### src/prediction_restrict_pkg.sv
// constants, encodings and carriers for the prediction restriction decoder
// assumes a single core clock domain and an AHB-Lite register bus
package prediction_restrict_pkg;

   // system instruction encoding fields
   localparam logic [1:0] ENC_OP0 = 2'h1;
   localparam logic [2:0] ENC_OP1 = 3'h3;
   localparam logic [3:0] ENC_CRN = 4'h7;
   localparam logic [3:0] ENC_CRM = 4'h3;
   localparam logic [2:0] ENC_OP2_FLOW = 3'h4;
   localparam logic [2:0] ENC_OP2_PREFETCH = 3'h7;

   // operand field positions
   localparam int TAG_LSB = 0;
   localparam int TAG_MSB = 15;
   localparam int ALL_TAG_BIT = 16;
   localparam int LEVEL_LSB = 24;
   localparam int LEVEL_MSB = 25;
   localparam int NONSECURE_BIT = 26;
   localparam int SECURITY_EXT_BIT = 27;
   localparam int GUEST_LSB = 32;
   localparam int GUEST_MSB = 47;
   localparam int ALL_GUEST_BIT = 48;

   // exception levels
   localparam logic [1:0] LEVEL0 = 2'h0;
   localparam logic [1:0] LEVEL1 = 2'h1;
   localparam logic [1:0] LEVEL2 = 2'h2;
   localparam logic [1:0] LEVEL3 = 2'h3;

   // security pair {security_ext_bit, nonsecure_bit}, also the current-state code
   localparam logic [1:0] PAIR_SECURE = 2'h0;
   localparam logic [1:0] PAIR_NONSECURE = 2'h1;
   localparam logic [1:0] PAIR_ROOT = 2'h2;
   localparam logic [1:0] PAIR_REALM = 2'h3;

   // trap syndrome class
   localparam logic [5:0] SYNDROME_CLASS = 6'h18;

   // register byte offsets (low address byte decoded)
   localparam logic [7:0] ADDR_HYP_CONFIG = 8'h00;
   localparam logic [7:0] ADDR_SYS_CONTROL = 8'h04;
   localparam logic [7:0] ADDR_SECURE_CONFIG = 8'h08;
   localparam logic [7:0] ADDR_FINE_TRAP = 8'h0C;
   localparam logic [7:0] ADDR_FEATURES = 8'h10;
   localparam logic [7:0] ADDR_STATUS = 8'h14;

   // register field positions
   localparam int HYP_ENABLE_BIT = 0;
   localparam int HOST_EXTENSION_BIT = 1;
   localparam int TRAP_GENERAL_BIT = 2;
   localparam int NESTED_VIRT_BIT = 3;
   localparam int CTX_ENABLE_L1_BIT = 0;
   localparam int CTX_ENABLE_L2_BIT = 1;
   localparam int FLOW_TRAP_BIT = 0;
   localparam int PREFETCH_TRAP_BIT = 1;
   localparam int FEAT_SPEC_BIT = 0;
   localparam int FEAT_REALM_BIT = 1;
   localparam int FEAT_FINE_BIT = 2;
   localparam int FEAT_LEVEL3_BIT = 3;
   localparam int FEAT_SECURE_BIT = 4;

   // register reset values
   localparam logic [3:0] HYP_CONFIG_RST = 4'h0;
   localparam logic [1:0] SYS_CONTROL_RST = 2'h0;
   localparam logic SECURE_CONFIG_RST = 1'b0;
   localparam logic [1:0] FINE_TRAP_RST = 2'h0;
   localparam logic [4:0] FEATURES_RST = 5'h1F;

   // bus constants
   localparam logic [2:0] HSIZE_WORD = 3'h2;
   localparam logic HRESP_OKAY = 1'b0;

   typedef enum logic [1:0] {OUT_PERFORM, OUT_NOP, OUT_TRAP, OUT_UNDEF} outcome_t;
   typedef enum logic {KIND_FLOW, KIND_PREFETCH} restrict_kind_t;

   typedef struct packed {
      logic [1:0] op0;
      logic [2:0] op1;
      logic [3:0] crn;
      logic [3:0] crm;
      logic [2:0] op2;
   } sys_enc_t;

   typedef struct packed {
      outcome_t outcome;
      logic [1:0] trapLevel;
      logic [5:0] syndrome;
      restrict_kind_t kind;
   } result_t;

   typedef struct packed {
      restrict_kind_t kind;
      logic coverIcache;
      logic coverDcache;
      logic coverTlb;
      logic allSpaceTag;
      logic [15:0] spaceTag;
      logic allGuest;
      logic [15:0] guestIdent;
      logic [1:0] secPair;
      logic [1:0] targetLevel;
   } restrict_t;

endpackage : prediction_restrict_pkg

### src/prediction_restrict_ctx_decode.sv
// decoder and access checker for the two restriction-by-context instructions
// assumes the pipeline presents one instruction per cycle with its current context,
// and the prediction resources acknowledge each restriction request once
//
// Local design decisions: the register addresses and the AHB-Lite slave port.
`timescale 1ns/1ps
`default_nettype none

module prediction_restrict_ctx_decode
   import prediction_restrict_pkg::*;
(
   // clock and reset
   input wire logic clk,
   input wire logic rst_n,
   // AHB-Lite register slave
   input wire logic hsel,
   input wire logic [31:0] haddr,
   input wire logic [1:0] htrans,
   input wire logic hwrite,
   input wire logic [2:0] hsize,
   input wire logic [31:0] hwdata,
   input wire logic hready,
   output logic hreadyout,
   output logic hresp,
   output logic [31:0] hrdata,
   // instruction issue from the pipeline
   input wire logic instValid,
   input wire sys_enc_t instEnc,
   input wire logic [63:0] instOperand,
   input wire logic [1:0] curLevel,
   input wire logic [1:0] curSecurity,
   input wire logic [15:0] curSpaceTag,
   input wire logic [15:0] curGuest,
   // outcome back to the pipeline
   output logic resultValid,
   output result_t result,
   // prediction and cache allocation resources
   output logic restrictValid,
   output restrict_t restrictReq,
   input wire logic restrictAck,
   // barrier completion handshake
   input wire logic barrierReq,
   output logic barrierDone
);

   // software-visible configuration
   logic [3:0] hypConfig; // hyp enable, host extension, trap general, nested virt
   logic [1:0] sysControl; // ctx_restrict_enable for level 1 and level 2
   logic secureConfig; // fine_trap_enable
   logic [1:0] fineTrap; // flow and prefetch fine-grained trap bits
   logic [4:0] features; // implemented options
   logic [7:0] performCount; // restrictions sent, wraps
   logic pending; // a restriction is not yet acknowledged
   logic barrierWait; // a barrier waits on pending work

   // bus data phase state
   logic dataWrite;
   logic [7:0] dataAddr;
   logic accept;
   logic [31:0] readWord;

   // named views of the configuration
   logic hypEnabled, hostExtension, trapGeneral, nestedVirt;
   logic ctxEnableL1, ctxEnableL2, fineTrapEnable;
   logic specFeature, realmFeature, fineFeature, level3Present, secureImpl;
   logic hostMode, fineOk, fineBit;

   // decode results
   logic isFlow, isPrefetch, hit;
   logic [1:0] targetLevel;
   outcome_t next_outcome;
   logic [1:0] next_trapLevel;
   logic [1:0] next_pair;
   logic pairReserved;
   logic next_allTag, next_allGuest;
   logic [15:0] next_tag, next_guest;
   logic next_issue;

   assign hypEnabled = hypConfig[HYP_ENABLE_BIT];
   assign hostExtension = hypConfig[HOST_EXTENSION_BIT];
   assign trapGeneral = hypConfig[TRAP_GENERAL_BIT];
   assign nestedVirt = hypConfig[NESTED_VIRT_BIT];
   assign ctxEnableL1 = sysControl[CTX_ENABLE_L1_BIT];
   assign ctxEnableL2 = sysControl[CTX_ENABLE_L2_BIT];
   assign fineTrapEnable = secureConfig;
   assign specFeature = features[FEAT_SPEC_BIT];
   assign realmFeature = features[FEAT_REALM_BIT];
   assign fineFeature = features[FEAT_FINE_BIT];
   assign level3Present = features[FEAT_LEVEL3_BIT];
   assign secureImpl = features[FEAT_SECURE_BIT];
   assign hostMode = hypEnabled & hostExtension & trapGeneral;
   assign fineOk = fineFeature & (~level3Present | fineTrapEnable);
   assign accept = hsel & hready & htrans[1];

   // bus address phase capture; only whole-word writes are stored
   always_ff @(posedge clk or negedge rst_n) begin
      if (!rst_n) begin
         dataWrite <= 1'b0;
         dataAddr <= 8'h00;
      end else if (accept) begin
         dataWrite <= hwrite & (hsize == HSIZE_WORD);
         dataAddr <= haddr[7:0];
      end else begin
         dataWrite <= 1'b0;
      end
   end

   // zero-wait slave, always OKAY
   always_ff @(posedge clk or negedge rst_n) begin
      if (!rst_n) begin
         hreadyout <= 1'b1;
         hresp <= HRESP_OKAY;
      end else begin
         hreadyout <= 1'b1;
         hresp <= HRESP_OKAY;
      end
   end

   // read mux; unmapped offsets read as zero
   always_comb begin
      readWord = 32'h0000_0000;
      unique case (haddr[7:0])
         ADDR_HYP_CONFIG: readWord = {28'h0000000, hypConfig};
         ADDR_SYS_CONTROL: readWord = {30'h00000000, sysControl};
         ADDR_SECURE_CONFIG: readWord = {31'h00000000, secureConfig};
         ADDR_FINE_TRAP: readWord = {30'h00000000, fineTrap};
         ADDR_FEATURES: readWord = {27'h0000000, features};
         ADDR_STATUS: readWord = {16'h0000, performCount, 2'h0, barrierWait, pending,
                                  result.trapLevel, result.outcome};
         default: readWord = 32'h0000_0000;
      endcase
   end

   // read data registered at the address phase so it stands in the data phase
   always_ff @(posedge clk or negedge rst_n) begin
      if (!rst_n) begin
         hrdata <= 32'h0000_0000;
      end else if (accept && !hwrite) begin
         hrdata <= readWord;
      end else begin
         hrdata <= 32'h0000_0000;
      end
   end

   // configuration writes in the data phase; the status word is read-only
   always_ff @(posedge clk or negedge rst_n) begin
      if (!rst_n) begin
         hypConfig <= HYP_CONFIG_RST;
         sysControl <= SYS_CONTROL_RST;
         secureConfig <= SECURE_CONFIG_RST;
         fineTrap <= FINE_TRAP_RST;
         features <= FEATURES_RST;
      end else if (dataWrite) begin
         if (dataAddr == ADDR_HYP_CONFIG) hypConfig <= hwdata[3:0];
         if (dataAddr == ADDR_SYS_CONTROL) sysControl <= hwdata[1:0];
         if (dataAddr == ADDR_SECURE_CONFIG) secureConfig <= hwdata[0];
         if (dataAddr == ADDR_FINE_TRAP) fineTrap <= hwdata[1:0];
         if (dataAddr == ADDR_FEATURES) features <= hwdata[4:0];
      end
   end

   // instruction recognition; the two variants differ only in op2
   assign isFlow = (instEnc.op0 == ENC_OP0) && (instEnc.op1 == ENC_OP1) &&
                   (instEnc.crn == ENC_CRN) && (instEnc.crm == ENC_CRM) &&
                   (instEnc.op2 == ENC_OP2_FLOW);
   assign isPrefetch = (instEnc.op0 == ENC_OP0) && (instEnc.op1 == ENC_OP1) &&
                       (instEnc.crn == ENC_CRN) && (instEnc.crm == ENC_CRM) &&
                       (instEnc.op2 == ENC_OP2_PREFETCH);
   assign hit = instValid & (isFlow | isPrefetch);
   assign fineBit = isPrefetch ? fineTrap[PREFETCH_TRAP_BIT] : fineTrap[FLOW_TRAP_BIT];
   assign targetLevel = instOperand[LEVEL_MSB:LEVEL_LSB];

   // effective security pair from operand and current state
   always_comb begin
      next_pair = PAIR_SECURE;
      pairReserved = 1'b0;
      if (realmFeature) begin
         unique case (curSecurity)
            PAIR_SECURE: next_pair = {1'b0, instOperand[NONSECURE_BIT]};
            PAIR_NONSECURE: next_pair = PAIR_NONSECURE;
            PAIR_REALM: next_pair = PAIR_REALM;
            PAIR_ROOT: next_pair = {instOperand[SECURITY_EXT_BIT],
                                    instOperand[NONSECURE_BIT]};
         endcase
         pairReserved = (next_pair == PAIR_SECURE) && !secureImpl;
      end else begin
         // upper bit is reserved-zero; non-secure code cannot name secure
         next_pair = {1'b0, (curSecurity == PAIR_NONSECURE) | instOperand[NONSECURE_BIT]};
      end
   end

   // access checks, then the nop cases
   always_comb begin
      next_outcome = OUT_PERFORM;
      next_trapLevel = LEVEL0;
      if (!specFeature) begin
         next_outcome = OUT_UNDEF;
      end else begin
         unique case (curLevel)
            LEVEL0: begin
               if (!hostMode && !ctxEnableL1) begin
                  next_outcome = OUT_TRAP;
                  next_trapLevel = (hypEnabled && trapGeneral) ? LEVEL2 : LEVEL1;
               end else if (hypEnabled && !(hostExtension && trapGeneral) && fineOk && fineBit) begin
                  next_outcome = OUT_TRAP;
                  next_trapLevel = LEVEL2;
               end else if (hostMode && !ctxEnableL2) begin
                  next_outcome = OUT_TRAP;
                  next_trapLevel = LEVEL2;
               end
            end
            LEVEL1: begin
               // nested virtualisation is checked ahead of the fine-grained bit
               if (hypEnabled && nestedVirt) begin
                  next_outcome = OUT_TRAP;
                  next_trapLevel = LEVEL2;
               end else if (hypEnabled && fineOk && fineBit) begin
                  next_outcome = OUT_TRAP;
                  next_trapLevel = LEVEL2;
               end
            end
            LEVEL2: begin
               next_outcome = OUT_PERFORM;
            end
            LEVEL3: begin
               next_outcome = OUT_PERFORM;
            end
         endcase
         if (next_outcome == OUT_PERFORM) begin
            if (targetLevel > curLevel) begin
               next_outcome = OUT_NOP;
            end else if ((curLevel == LEVEL3) && (pairReserved ||
                         ((next_pair == PAIR_ROOT) && (targetLevel != LEVEL3)))) begin
               next_outcome = OUT_NOP;
            end
         end
      end
   end

   // context fields after effective values and reserved-zero handling
   always_comb begin
      next_allTag = (curLevel != LEVEL0) && (targetLevel == LEVEL0) &&
                    instOperand[ALL_TAG_BIT];
      if (curLevel == LEVEL0) begin
         next_tag = curSpaceTag;
      end else if ((targetLevel == LEVEL0) && !next_allTag) begin
         next_tag = instOperand[TAG_MSB:TAG_LSB];
      end else begin
         next_tag = 16'h0000;
      end
      next_allGuest = curLevel[1] && !targetLevel[1] && hypEnabled &&
                      instOperand[ALL_GUEST_BIT];
      if ((curLevel == LEVEL1) || ((curLevel == LEVEL0) && !hostMode)) begin
         next_guest = curGuest;
      end else if (curLevel == LEVEL0) begin
         next_guest = 16'h0000;
      end else if (hypEnabled && !next_allGuest && ((targetLevel == LEVEL1) ||
                   ((targetLevel == LEVEL0) && !hostMode))) begin
         next_guest = instOperand[GUEST_MSB:GUEST_LSB];
      end else begin
         next_guest = 16'h0000;
      end
   end

   assign next_issue = hit && (next_outcome == OUT_PERFORM);

   // outcome report, one pulse per recognised instruction
   always_ff @(posedge clk or negedge rst_n) begin
      if (!rst_n) begin
         resultValid <= 1'b0;
         result <= '0;
      end else begin
         resultValid <= hit;
         if (hit) begin
            result.outcome <= next_outcome;
            result.trapLevel <= next_trapLevel;
            result.syndrome <= (next_outcome == OUT_TRAP) ? SYNDROME_CLASS : 6'h00;
            result.kind <= isPrefetch ? KIND_PREFETCH : KIND_FLOW;
         end
      end
   end

   // restriction request; resources may meet it without invalidating state
   always_ff @(posedge clk or negedge rst_n) begin
      if (!rst_n) begin
         restrictValid <= 1'b0;
         restrictReq <= '0;
      end else begin
         restrictValid <= next_issue;
         if (next_issue) begin
            restrictReq.kind <= isPrefetch ? KIND_PREFETCH : KIND_FLOW;
            restrictReq.coverIcache <= isPrefetch;
            restrictReq.coverDcache <= isPrefetch;
            restrictReq.coverTlb <= isPrefetch;
            restrictReq.allSpaceTag <= next_allTag;
            restrictReq.spaceTag <= next_tag;
            restrictReq.allGuest <= next_allGuest;
            restrictReq.guestIdent <= next_guest;
            restrictReq.secPair <= next_pair;
            restrictReq.targetLevel <= targetLevel;
         end
      end
   end

   // outstanding work; a new request in the ack cycle keeps it pending
   always_ff @(posedge clk or negedge rst_n) begin
      if (!rst_n) begin
         pending <= 1'b0;
         performCount <= 8'h00;
      end else begin
         if (next_issue) begin
            pending <= 1'b1;
            performCount <= performCount + 8'h01;
         end else if (restrictAck) begin
            pending <= 1'b0;
         end
      end
   end

   // barrier completes only once nothing is outstanding
   always_ff @(posedge clk or negedge rst_n) begin
      if (!rst_n) begin
         barrierWait <= 1'b0;
         barrierDone <= 1'b0;
      end else begin
         barrierDone <= (barrierReq | barrierWait) & ~pending & ~next_issue;
         barrierWait <= (barrierReq | barrierWait) & (pending | next_issue);
      end
   end
endmodule : prediction_restrict_ctx_decode

`default_nettype wire

### config.mk
export PLATFORM = sky130hd
export DESIGN_NAME = prediction_restrict_ctx_decode
export DESIGN_NICKNAME = d
export VERILOG_FILES = /design/src/prediction_restrict_pkg.sv /design/src/prediction_restrict_ctx_decode.sv
export SDC_FILE = /design/constraint.sdc
export NUM_CORES = 1
export LEC_CHECK = 0
export ABC_AREA = 0
export ABC_CLOCK_PERIOD_IN_PS = 3300
export BUFFER_PORTS_ARGS = -buffer_cell sky130_fd_sc_hd__buf_2
export CELL_PAD_IN_SITES_DETAIL_PLACEMENT = 0
export CELL_PAD_IN_SITES_GLOBAL_PLACEMENT = 2
export CORE_MARGIN = 2
export CORE_UTILIZATION = 27
export CTS_CLUSTER_DIAMETER = 100
export CTS_CLUSTER_SIZE = 24
export DETAILED_ROUTE_END_ITERATION = 8
export HOLD_SLACK_MARGIN = 0.02
export PLACE_DENSITY = 0.93
export SLEW_MARGIN = 15
export SYNTH_ARGS = -nofsm -noshare
export SYNTH_HDL_FRONTEND = slang
export SYNTH_SLANG_ARGS = --single-unit
### constraint.sdc
create_clock -name clk -period 3.3 [get_ports clk]
set_clock_uncertainty 0.05 [all_clocks]
set_input_delay 0.66 -clock clk [delete_from_list [all_inputs] [get_ports clk]]
set_output_delay 0.66 -clock clk [all_outputs]
set_load 0.03 [all_outputs]
==> results.yml <==
run_status:
  status: "finished clean"
drt:
  vias: 3804
  post-route-drc-count: 0
  firstDrtPassIters: 4
  postRouteAntennaNets: 0
  drt-total-wl_um: 12200
  via_per_inst: 4.48
  first_iter_violations: 157
  avgRoutedWirePerCell_um: 14.3
die:
  die_area_um2: 18600
  die_y_um: 136
  row_count: 48
  core_area_um2: 17200
  fp.dieW_um: 136
  start_util_pct: 27.5
  io_pins: 283
cts:
  cts_buffer_depth: 2
  clock_latency_ps: 350
  root_buffer: "clkbuf_16"
  cts_hold_buf: 0
  cts.clk_slew.worst_paths_ps: 70
  post_cts_buffers: 0
  cts_resized: 0
  clkSinkCount: 95
  cts_tree: "yes"
  h-tree-depth: 3
  cts-buffers-inserted: 9
cells_and_area:
  final_common_cell: "buf_2"
  drive_gt1_share_pct: 42.5
  final_cell_mix: "buf_2 (179), dfrtp_1 (90), nand2_1 (58)"
  stdcell_count: 849
  layout.nets: 813
  syn2layout_area_growth_pct: 28.2
global_route:
  track_usage_pct: 13.3
  grt_overflow: 0
  grt_pass1_vias: 3616
  grt_first_pass_wirelength_um: 19000
  grt_max_degree: 80
  antenna_found_initial: 3
sta:
  rsz0062_at_grt: "false"
  fin_crit_ps: 2680
  finalSetupTns_ps: 0
  relSlewSlack_pct: 32.8
  tightest_slew_ps: 1010
  hold_violations: 0
  max_freq_mhz: 373
  setup_slack_ps: 616
  drv_slew: 0
  setup-violations-final: 0
  finalCritPeriodShare_pct: 81.3
worst_setup_path:
  start_kind: "input pin"
  arrival_ps: 2900
  endpoint_kind: "flip-flop"
  rr_worst_depth: 7
  slowest_stage: "nor4_1"
  r2r_slack_ps: 770
  slowest_delay_ps: 470
  path_max_fanout: 6
  required_ps: 3520
  timing.rr.start: "features[1]$_DFFE_PN1P_"
  crit_chain: "buf_2, inv_1, ha_1, nor2b_1, a2bb2oi_1, a2111oi_0, o2111ai_1, nor4_1, xor2_1"
  reg2reg_to: "restrictReq[14]$_DFFE_PN0P_"
  crit_type: "input pin to flip-flop"
run:
  maxCapViolCount: 0
placement:
  place.gp.congestion: 0.778
  port_buffers: 180
  post-place-ws_ps: 291
  hpwl_um: 9240
  dp_cells: 830
power:
  switching_share_pct: 24.8
  ir_drop_mv: 0.233
  total_power_uw: 2530
  pwr_density_cell_nw_per_um2: 418
  switchingPower_uw: 627
  combPwrFrac_pct: 9.7
  clockPowerShare_pct: 42.7
  power.leakage_uw: 0.00305
  p_int_uw: 1900
  power.share.sequential_pct: 47.6
synth:
  yosysSeqAreaShare_pct: 50.5
  ys_warn_count: 0
  synthCells: 439
  synth-main-ff-cell: "dfrtp_1"
  synth_edf_count: 0
  syn-cell-area_um2: 4720
  async_flop_share_pct: 100
  ys_ff_latch: 95
  ys_types: 57
  syn_avg_cell_area_um2: 10.8
hold_path:
  hold_path_class: "input pin to asynchronous set/reset pin"
==> routing by layer <==
metal,GRT usage [%],part of all wire [%],vias to the layer above
li1,-,-,1889
met1,17.7,44,1776
met2,21.2,48,120
met3,2.27,5.7,17
met4,6.13,2.3,2
met5,0,0.11,-
==> cells in the mapped netlist, drive strengths merged (4+ instances only) <==
library cell / instances / share of area [%]
nand2: 58 / 4.6
a22oi: 32 / 5.1
o2111ai: 4 / 0.74
and2: 11 / 1.5
o21ai: 43 / 6.1
xor2: 6 / 1.1
clkbuf: 8 / 0.64
dfrtp: 90 / 48
nor3: 13 / 1.4
mux2i: 9 / 1.9
a31oi: 4 / 0.53
dfstp: 5 / 2.8
buf: 39 / 6.9
inv: 8 / 0.64
nor2: 19 / 1.5
ha: 4 / 1.1
nand3: 8 / 0.85
a21oi: 12 / 1.4
mux2: 23 / 5.6
==> cell families after synthesis <==
kind of cell               share of synthesized area, %
AOI/OAI and AO/OA                                  16.1
DFF                                                50.5
buffers and inverters                              8.13
muxes                                              8.03
other                                             0.159
adders and majority gates                          1.06
xor gates and xnor gates                           1.48
and+or+nand+nor                                    14.5
==> power groups by stage <==
stage	Sequential (uW)	Combinational (uW)	Clock, uW
finish	1200	246	1080
global placement	1220	246	0
CTS	1200	250	1120
global route	1210	274	1170
detailed placement	1230	249	0
floorplan	1220	146	0
==> flip-flops by register name, indices dropped and copies added (netlist names) <==
register	count
resultValid	1
dataWrite	1
dataAddr	8
performCount	8
barrierWait	1
hrdata	14
restrictValid	1
sysControl	2
hypConfig	4
restrictReq	39
result	6
features	5
pending	1
fineTrapEnable	1
fineTrap	2
barrierDone	1
==> worst max-delay path: cells and delay by family <==
kind | cells | cell delay [ps]
AO/OA/AOI/OAI | 3 | 910
XOR/XNOR | 1 | 180
adder cells (fa/ha/maj) | 1 | 300
buffers and inverters | 2 | 240
AND/OR/NAND/NOR | 2 | 600
==> cell type report <==
cell class | count | area, um^2
Fill cell | 1792 | 11100
Sequential cell | 95 | 2380
Multi-Input combinational cell | 311 | 2040
Timing Repair Buffer | 191 | 998
Tap cell | 225 | 282
Clock buffer | 10 | 239
Clock inverter | 6 | 68.8
Inverter | 8 | 30.0
Antenna cell | 3 | 7.51
==> worst max path at each step <==
| stage | slack (ps) | from | to |
|---|---|---|---|
| finish | 620 | instOperand[25] | performCount[7]$_DFFE_PN0P_ |
| global route | 320 | instOperand[25] | performCount[7]$_DFFE_PN0P_ |
| CTS | 610 | instOperand[25] | performCount[7]$_DFFE_PN0P_ |
| detailed placement | 290 | instOperand[25] | restrictReq[31]$_DFFE_PN0P_ |
| global placement | 250 | instOperand[25] | performCount[7]$_DFFE_PN0P_ |
| floorplan | 830 | instOperand[25] | performCount[7]$_DFFE_PN0P_ |
==> per-stage QoR <==
stage               hold slack (ps)  util (%)  area [um^2]
floorplan                       314         -         4800
global placement                399      33.4         5740
detailed placement              406      33.4         5740
global route                    439      35.2         6050
finish                          419      35.2         6050
CTS                             425      35.2         6050
No activity file was read; power rests on OpenSTA's default activity.
